===== config.mk =====
export PLATFORM = sky130hd
export DESIGN_NAME = pdw_watchdog
export DESIGN_NICKNAME = d
export VERILOG_FILES = /design/src/hw/pdw_pkg.sv /design/src/hw/pdw_watchdog.sv
export SDC_FILE = /design/constraint.sdc
export NUM_CORES = 1
export LEC_CHECK = 0
export ABC_CLOCK_PERIOD_IN_PS = 5400
export BUFFER_PORTS_ARGS = -buffer_cell sky130_fd_sc_hd__buf_2
export CORE_AREA = 10 10 130 132
export CTS_BUF_LIST = sky130_fd_sc_hd__clkbuf_2
export DETAILED_ROUTE_END_ITERATION = 10
export DIE_AREA = 0 0 140 142
export PLACE_DENSITY_LB_ADDON = 0.15
export SKIP_CTS_REPAIR_TIMING = 1
export SYNTH_ARGS = -nofsm -noshare
export SYNTH_HDL_FRONTEND = slang
export SYNTH_SLANG_ARGS = --single-unit

===== constraint.sdc =====
create_clock -name sys_clk -period 5.4 [get_ports sys_clk]
set_clock_uncertainty 0.15 [all_clocks]
set_input_delay 0.54 -clock sys_clk [delete_from_list [all_inputs] [get_ports sys_clk]]
set_output_delay 0.54 -clock sys_clk [all_outputs]
set_load 0.05 [all_outputs]

===== src/hw/pdw_pkg.sv =====
package pdw_pkg;
    // modbus register numbers, word addressed
    localparam logic [15:0] REG_TIMEOUT = 16'h07d0;
    localparam logic [15:0] REG_FAULT_MODE = 16'h07d2;
    localparam logic [15:0] REG_CAUSE = 16'h07d4;
    localparam logic [15:0] REG_COMMAND = 16'h07d6;
    localparam logic [15:0] REG_STATUS = 16'h1f3c;
    localparam logic [15:0] TIMEOUT_RST = 16'h01f4;
    localparam logic [15:0] TIMEOUT_MIN = 16'h00c8;
    localparam logic [15:0] TIMEOUT_MAX = 16'hfde8;
    localparam logic [15:0] MODE_RST = 16'h0001;
    localparam logic [15:0] MODE_ZERO = 16'h0000;
    localparam logic [15:0] MODE_RESET = 16'h0001;
    localparam logic [15:0] MODE_HOLD = 16'h0002;
    localparam logic [15:0] CMD_ACK = 16'h0002;
    localparam logic [15:0] CAUSE_NONE = 16'h0000;
    localparam logic [15:0] CAUSE_WDOG = 16'h0001;
    localparam logic [15:0] CAUSE_MAX = 16'h000d;
    localparam logic [15:0] ERR_OK = 16'h0000;
    localparam logic [15:0] ERR_AUTOCFG = 16'h00a9;
    localparam logic [15:0] ERR_ADDR = 16'h0002;
    localparam int STAT_OK_BIT = 0;
    localparam int STAT_FAIL_BIT = 1;
    localparam int CLK_HZ = 20000000;
    localparam int TICK_MS = 1;
    localparam int TICK_CYCLES = CLK_HZ / 1000 * TICK_MS;

    typedef struct packed {
        logic        valid;
        logic        write;
        logic        proc_data;
        logic [15:0] addr;
        logic [15:0] wdata;
    } pdw_req_t;

    typedef struct packed {
        logic        valid;
        logic [15:0] rdata;
        logic [15:0] err;
    } pdw_rsp_t;
endpackage


===== src/hw/pdw_watchdog.sv =====
`timescale 1ns/1ps
// Contract
// - mode 0 fault drives all digital and analog outputs to zero.
// - mode 1 fault clears digital outputs, analog outputs take defaults.
// - mode 2 fault holds every output at its pre-fault value.
// - fault mode is a 16-bit register at 2002, written by client.
// - after reset watchdog is enabled with 500 ms timeout.
// - watchdog unarmed until first process-data write, which arms it.
// - each process-data write before expiry restarts the interval.
// - process-data reads never touch the watchdog counter.
// - armed expiry applies fault mode and sets network-failure flag.
// - failure records cause 0001..000D, readable at register 2004.
// - once armed, client cannot stop watchdog; silence still expires it.
// - outputs stay disabled after fault until failure is acknowledged.
// - writing 0002 to command register 2006 acknowledges the failure.
// - acknowledgement restarts the watchdog; silence faults again.
// - timeout changes only accepted in init state; the code also accepts them in fault state.
// - timeout register at 2000, 16 bits, accepts 200..65000 ms.
// - zero timeout in init state disables watchdog; otherwise ignored. The code also accepts it in fault state.
// - auto-configuration rejects process-data access with error 00A9.
// - auto-configuration holds all station outputs in reset state.
// - local bus starts after auto-config only if configurations match.
// - status bit 1 reads one while network failure pending.
module pdw_watchdog
    import pdw_pkg::*;
#(
    parameter int DOUT_W = 16,
    parameter int AOUT_N = 2,
    parameter int TICK_CYC = TICK_CYCLES
) (
    input wire logic sys_clk, // 20 MHz
    input wire logic rst_n, // async, active low
    input wire pdw_req_t req, // register / process-data request
    output pdw_rsp_t rsp, // one-cycle answer
    input wire logic [DOUT_W-1:0] dout_cmd, // client digital image
    input wire logic [AOUT_N*16-1:0] aout_cmd, // client analog image
    input wire logic [AOUT_N*16-1:0] aout_dflt, // terminal defaults
    input wire logic autocfg_on, // auto-configuration mode
    input wire logic cfg_match, // detected equals reference config
    input wire logic bus_ok, // local bus error-free
    output logic [DOUT_W-1:0] dout, // station digital outputs
    output logic [AOUT_N*16-1:0] aout, // station analog outputs
    output logic net_fail, // network failure pending
    output logic outputs_en, // outputs enabled
    output logic bus_start // local bus run request
);
    initial begin
        if (DOUT_W < 1 || DOUT_W > 16)
            $error("pdw_watchdog: DOUT_W must be 1 to 16");
        if (AOUT_N < 1)
            $error("pdw_watchdog: AOUT_N must be at least 1");
        if (TICK_CYC < 1)
            $error("pdw_watchdog: TICK_CYC must be at least 1");
    end

    typedef enum logic [1:0] {ST_INIT, ST_ARMED, ST_FAULT} pdw_state_t;

    // two-flop release keeps reset recovery off the async edge
    logic rst_s1_q;
    logic rst_s2_q;
    always_ff @(posedge sys_clk or negedge rst_n) begin
        if (!rst_n) begin
            rst_s1_q <= 1'b0;
            rst_s2_q <= 1'b0;
        end else begin
            rst_s1_q <= 1'b1;
            rst_s2_q <= rst_s1_q;
        end
    end
    wire logic rst_ok = rst_s2_q;

    pdw_state_t state_q;
    pdw_state_t state_d;
    logic [15:0] tmo_q;
    logic [15:0] mode_q;
    logic [15:0] cause_q;
    logic [15:0] cnt_q;
    logic [15:0] cnt_d;
    logic [31:0] tick_cnt_q;
    logic tick_q;
    logic autocfg_q;
    logic [DOUT_W-1:0] dout_q;
    logic [DOUT_W-1:0] dout_d;
    logic [AOUT_N*16-1:0] aout_q;
    logic [AOUT_N*16-1:0] aout_d;
    pdw_rsp_t rsp_q;
    pdw_rsp_t rsp_d;
    logic bus_start_q;
    logic net_fail_q;
    logic outputs_en_q;

    wire logic acc = req.valid;
    wire logic wr = acc && req.write;
    wire logic pd_acc = acc && req.proc_data;
    // reject process data while auto-configuring
    // autocfg rejection
    wire logic pd_rej = pd_acc && autocfg_on;
    // reads and refused writes leave the counter alone
    // only writes trigger
    wire logic pd_wr = pd_acc && req.write && !autocfg_on;
    wire logic reg_wr = wr && !req.proc_data;
    wire logic wr_tmo = reg_wr && req.addr == REG_TIMEOUT;
    wire logic wr_mode = reg_wr && req.addr == REG_FAULT_MODE;
    wire logic ack = reg_wr && req.addr == REG_COMMAND && req.wdata == CMD_ACK;
    // fault state doubles as the init state for config writes
    wire logic in_init = state_q == ST_INIT || state_q == ST_FAULT;
    wire logic tmo_ok = req.wdata == 16'h0000
        || (req.wdata >= TIMEOUT_MIN && req.wdata <= TIMEOUT_MAX);
    wire logic tmo_take = wr_tmo && in_init && tmo_ok;
    wire logic enabled = tmo_q != 16'h0000;
    // count+1 so expiry lands on the tick that completes tmo ms
    // timeout on reach
    wire logic expire = state_q == ST_ARMED && tick_q && (cnt_q + 16'h0001) >= tmo_q;
    // out-of-range modes are dropped, the old mode stays
    wire logic mode_ok = req.wdata <= MODE_HOLD;

    always_ff @(posedge sys_clk or negedge rst_ok) begin
        if (!rst_ok) begin
            tick_cnt_q <= 32'h0000_0000;
            tick_q <= 1'b0;
        end else if (tick_cnt_q == 32'(TICK_CYC - 1)) begin
            tick_cnt_q <= 32'h0000_0000;
            tick_q <= 1'b1;
        end else begin
            tick_cnt_q <= tick_cnt_q + 32'h0000_0001;
            tick_q <= 1'b0;
        end
    end

    always_comb begin
        state_d = state_q;
        cnt_d = cnt_q;
        case (state_q)
            ST_INIT: begin
                if (pd_wr && enabled) begin
                    state_d = ST_ARMED;
                    cnt_d = 16'h0000;
                end
            end
            ST_ARMED: begin
                if (expire) begin
                    state_d = ST_FAULT;
                end else if (pd_wr) begin
                    cnt_d = 16'h0000;
                end else if (tick_q) begin
                    cnt_d = cnt_q + 16'h0001;
                end
            end
            ST_FAULT: begin
                if (ack) begin
                    state_d = enabled ? ST_ARMED : ST_INIT;
                    cnt_d = 16'h0000;
                end
            end
            default: state_d = ST_INIT;
        endcase
    end

    // fault output images per mode; hold keeps current registers
    logic [DOUT_W-1:0] dout_fault;
    wire logic [AOUT_N*16-1:0] aout_fault;
    always_comb begin
        case (mode_q)
            MODE_ZERO: dout_fault = '0;
            MODE_RESET: dout_fault = '0;
            default: dout_fault = dout_q;
        endcase
    end

    // analog fault value per channel; each terminal brings its own default
    for (genvar ch = 0; ch < AOUT_N; ch++) begin : g_aout
        wire logic [15:0] held_w = aout_q[ch*16 +: 16];
        wire logic [15:0] dflt_w = aout_dflt[ch*16 +: 16];
        assign aout_fault[ch*16 +: 16] = (mode_q == MODE_ZERO) ? 16'h0000
            : (mode_q == MODE_RESET) ? dflt_w
            : held_w;
    end

    always_comb begin
        dout_d = dout_cmd;
        aout_d = aout_cmd;
        if (autocfg_on) begin
            dout_d = '0;
            aout_d = aout_dflt;
        end else if (expire || (state_q == ST_FAULT && !ack)) begin
            dout_d = dout_fault;
            aout_d = aout_fault;
        end
    end

    // every request is answered one cycle later
    always_comb begin
        rsp_d = '0;
        rsp_d.valid = acc;
        if (pd_rej) begin
            rsp_d.err = ERR_AUTOCFG;
        end else if (acc && !req.proc_data && !req.write) begin
            case (req.addr)
                REG_TIMEOUT: rsp_d.rdata = tmo_q;
                REG_FAULT_MODE: rsp_d.rdata = mode_q;
                REG_CAUSE: rsp_d.rdata = cause_q;
                REG_COMMAND: rsp_d.rdata = 16'h0000;
                REG_STATUS: begin
                    rsp_d.rdata[STAT_OK_BIT] = bus_ok && state_q != ST_FAULT;
                    rsp_d.rdata[STAT_FAIL_BIT] = state_q == ST_FAULT;
                end
                default: rsp_d.err = ERR_ADDR;
            endcase
        end
    end

    always_ff @(posedge sys_clk or negedge rst_ok) begin
        if (!rst_ok) begin
            state_q <= ST_INIT;
            cnt_q <= 16'h0000;
            dout_q <= '0;
            aout_q <= '0;
            rsp_q <= '0;
        end else begin
            state_q <= state_d;
            cnt_q <= cnt_d;
            dout_q <= dout_d;
            aout_q <= aout_d;
            rsp_q <= rsp_d;
        end
    end

    always_ff @(posedge sys_clk or negedge rst_ok) begin
        if (!rst_ok) begin
            tmo_q <= TIMEOUT_RST;
            mode_q <= MODE_RST;
            cause_q <= CAUSE_NONE;
        end else begin
            if (tmo_take)
                tmo_q <= req.wdata;
            if (wr_mode && mode_ok)
                mode_q <= req.wdata;
            if (expire)
                cause_q <= CAUSE_WDOG;
            else if (ack && state_q == ST_FAULT)
                cause_q <= CAUSE_NONE;
        end
    end

    // start only on matching config
    // no memory of earlier runs: the configuration may change meanwhile
    always_ff @(posedge sys_clk or negedge rst_ok) begin
        if (!rst_ok) begin
            autocfg_q <= 1'b0;
            bus_start_q <= 1'b0;
        end else begin
            autocfg_q <= autocfg_on;
            bus_start_q <= !autocfg_on && cfg_match;
        end
    end

    // flags registered so the pins come straight from flops
    always_ff @(posedge sys_clk or negedge rst_ok) begin
        if (!rst_ok) begin
            net_fail_q <= 1'b0;
            outputs_en_q <= 1'b1;
        end else begin
            net_fail_q <= state_d == ST_FAULT;
            outputs_en_q <= state_d != ST_FAULT && !autocfg_on;
        end
    end

    assign dout = dout_q;
    assign aout = aout_q;
    assign rsp = rsp_q;
    assign bus_start = bus_start_q;
    assign net_fail = net_fail_q;
    assign outputs_en = outputs_en_q;
endmodule


==> flow_metrics.tcl <==
set metrics [dict create \
    status "finished, final reports clean" \
    worstPathMaxFanout 33 \
    gp_congestion 0.8389 \
    setup_violations 0 \
    first_iter_violations 645 \
    netlist_top_cells_count "148 x dfrtp_1, 68 x inv_1, 45 x nand2_1" \
    finalPower_mw 2.302 \
    path_cells "and4_1, nand4_1, nor2_1, a31oi_1, or2_2, ha_1, nand4_1, nor3_1, a221o_1, o21a_1, nor3_4, buf_4, a221o_1, dlygate4sd3_1" \
    slew_violations 0 \
    yosysSeqAreaShare_pct 50.38 \
    dp_hpwl_um 16360 \
    synth_ff_type "dfrtp_1" \
    die_h_um 142 \
    drv_cap 0 \
    final_hold_viol_count 0 \
    antenna_found_initial 1 \
    ys_ff_latch 156 \
    critPathSlowestCell "dlygate4sd3_1" \
    htreeDepth 4 \
    arrival_ns 5.33 \
    cts_tree "done" \
    cts-buffers-inserted 17 \
    hold_path_class "input port to flop" \
    ir_drop_mv 0.1237 \
    grt_start_max_net_pins 57 \
    grt.total_usage_pct 21.47 \
    drive_above_1_share_pct 25.86 \
    cts-root-buf "clkbuf_2" \
    num_vias 7044 \
    cpPeakStageDelay_ns 0.58 \
    grt_overflow 0 \
    grt_pass1_wl_um 35070 \
    synth_cell_type_count 59 \
    synth.most_common_cell "dfrtp_1" \
    min_period_ns 4.820 \
    initial_core_util_pct 54.27 \
    critPathKind "flop to flop" \
    async_reset_ff_share_pct 100.0 \
    post-route-drc-count 0 \
    post-route-period-util_pct 89.25 \
    wire_per_inst_um 18.98 \
    startpoint_type "flop" \
    final_cells 1239 \
    rsz0062_at_grt "no" \
    leakage_nw 4.849 \
    yosysTopAreaCell "dfrtp_1" \
    r2r-start "cnt_q[2]" \
    critPathCaptureType "flop" \
    cp_top_family "simple AND/OR/NAND/NOR gates" \
    via_per_inst 5.685 \
    die_x_um 140 \
    tns_ns 0 \
    die_area_sq_mm 0.01988 \
    cp.buffers_inverters 2 \
    path_clk_slew_ns 0.22 \
    cts.path.max_buffers 2 \
    core_sq_mm 0.01431 \
    worstHoldStart "autocfg_on" \
    rows 44 \
    routed_wirelength_um 23510 \
    drtAntennaViolNets 0 \
    syn_inst 757 \
    power.density_mw_per_mm2 228.4 \
    synth-warning-count 0 \
    insertion_delay_ns 0.78 \
    nNetsFinal 1177 \
    clock_sinks 156 \
    synth_edf_count 0 \
    ios 204 \
    dp.cells 1100 \
    fmax_mhz 207.5 \
    synth_area_leaders "dfrtp_1 48%, a221o_1 4.3%, xnor2_1 3.4%" \
    syn-cell-area_sq_mm 0.007769 \
    synthDominantCellAreaShare_pct 47.67 \
    synth.avg_cell_area_sq_um 10.26 \
    drtPass1Iterations 5 \
    syn_to_final_growth_pct 29.75 \
    first_global_vias 6901 \
    startpoint "cnt_q[2]" \
    tightest_slew_ns 1.237 \
    port_buffers 192 \
    cp.required_ns 5.92 \
    relSlewSlack_pct 16.97 \
]
[routing by layer]
| metal | global-route usage (%) | share of wire [%] |
|---|---|---|
| met5 | 0 | 0 |
| met3 | 5.240 | 5.7 |
| met2 | 36.53 | 52 |
| met1 | 26.21 | 40 |
| met4 | 7.120 | 2.5 |
[layout by cell type (no fill, tap or decap), drive strengths merged, types with 5 or more instances in the layout]
master and instances:
mux2 10, a21oi 7, inv 68, nand2 46
nand3 22, xnor2 30, and4 9, o21ai 53
dfrtp 148, nor2 42, conb 12, xor2 8
clkbuf 20, ha 18, and2 5, clkinv 6
a221o 33, or2 7, nor3b 18, a22oi 14
nor4 21, o2bb2ai 6, a22o 8, nor2b 22
and3 6, dfstp 8, buf 200, a211oi 33
dlygate4sd3 104, nand4 16, nor3 11
[where the power goes]
part,total [mW],switching (mW),leakage [nW],internal [mW]
combinational,0.406,0.248,2.74,0.158
clock,0.676,0.416,0.146,0.260
sequential,1.22,0.0226,1.96,1.20
[per-stage QoR]
step	instance area [sq um]	setup WS, ns	util [%]	hold WS (ns)
finish	10080	0.5804	70.42	0.09540
global route	10070	0.2982	70.38	0.02911
CTS	9031	1.229	63.09	-0.7130
detailed placement	8782	1.272	61.35	0.1774
global placement	8782	1.537	61.35	0.1737
floorplan	7806	0.5955	-	0.09441
[flip-flops by register name, summed over array words and instances, names as in the netlist]
name and flops:
tick_q 1, outputs_en 1, tmo_q 16, rst_s1_q 1, rsp 19, net_fail 1
mode_q 16, cause_q 1, tick_cnt_q 32, bus_start 1, state_q 2, aout 32
cnt_q 16, dout 16, rst_ok 1
[layout make-up]
class	instances	area (sq um)
inverters	69	259.0
fillers	1066	4234
diodes	3	7.507
well taps	184	230.2
clock buffers	20	100.1
clock inverters	12	148.9
flip-flops and latches	156	3918
repair buffers	304	2062
multi-input cells	491	3354
[path summary, 6_finish.rpt]
check,endpoint,slack (ns),cells past startpoint
worst max-delay path,aout[13],0.58,14
worst min-delay path,rsp[5],0.1,2
worst max register to register,aout[13],0.58,14
worst min register to register,rsp[31],0.23,0
max in group asynchronous,cnt_q[8],3.63,1
min in group asynchronous,rsp[31],0.23,0
[worst register-to-register path: stages (launching register included)]
cell and delay [ns]:
dfrtp_1 0.47, and4_1 0.28, nand4_1 0.20, nor2_1 0.27
a31oi_1 0.15, or2_2 0.32, ha_1 0.31, nand4_1 0.14
nor3_1 0.27, a221o_1 0.31, o21a_1 0.53, nor3_4 0.07
buf_4 0.29, a221o_1 0.40, dlygate4sd3_1 0.58
[cells by family (layout without fill, tap and decap cells)]
family	count (synthesis)	count (layout)	synth area share, %
buffers and inverters	120	405	7.054
multiplexers	10	10	1.450
other	2	15	0.09667
XOR/XNOR	38	38	4.284
AO/OA/AOI/OAI	172	172	16.14
AND/OR/NAND/NOR	241	241	17.70
flip-flops	156	156	50.38
adder cells (fa/ha/maj)	18	18	2.899
Note: power is estimated with default switching activity, not from simulation.
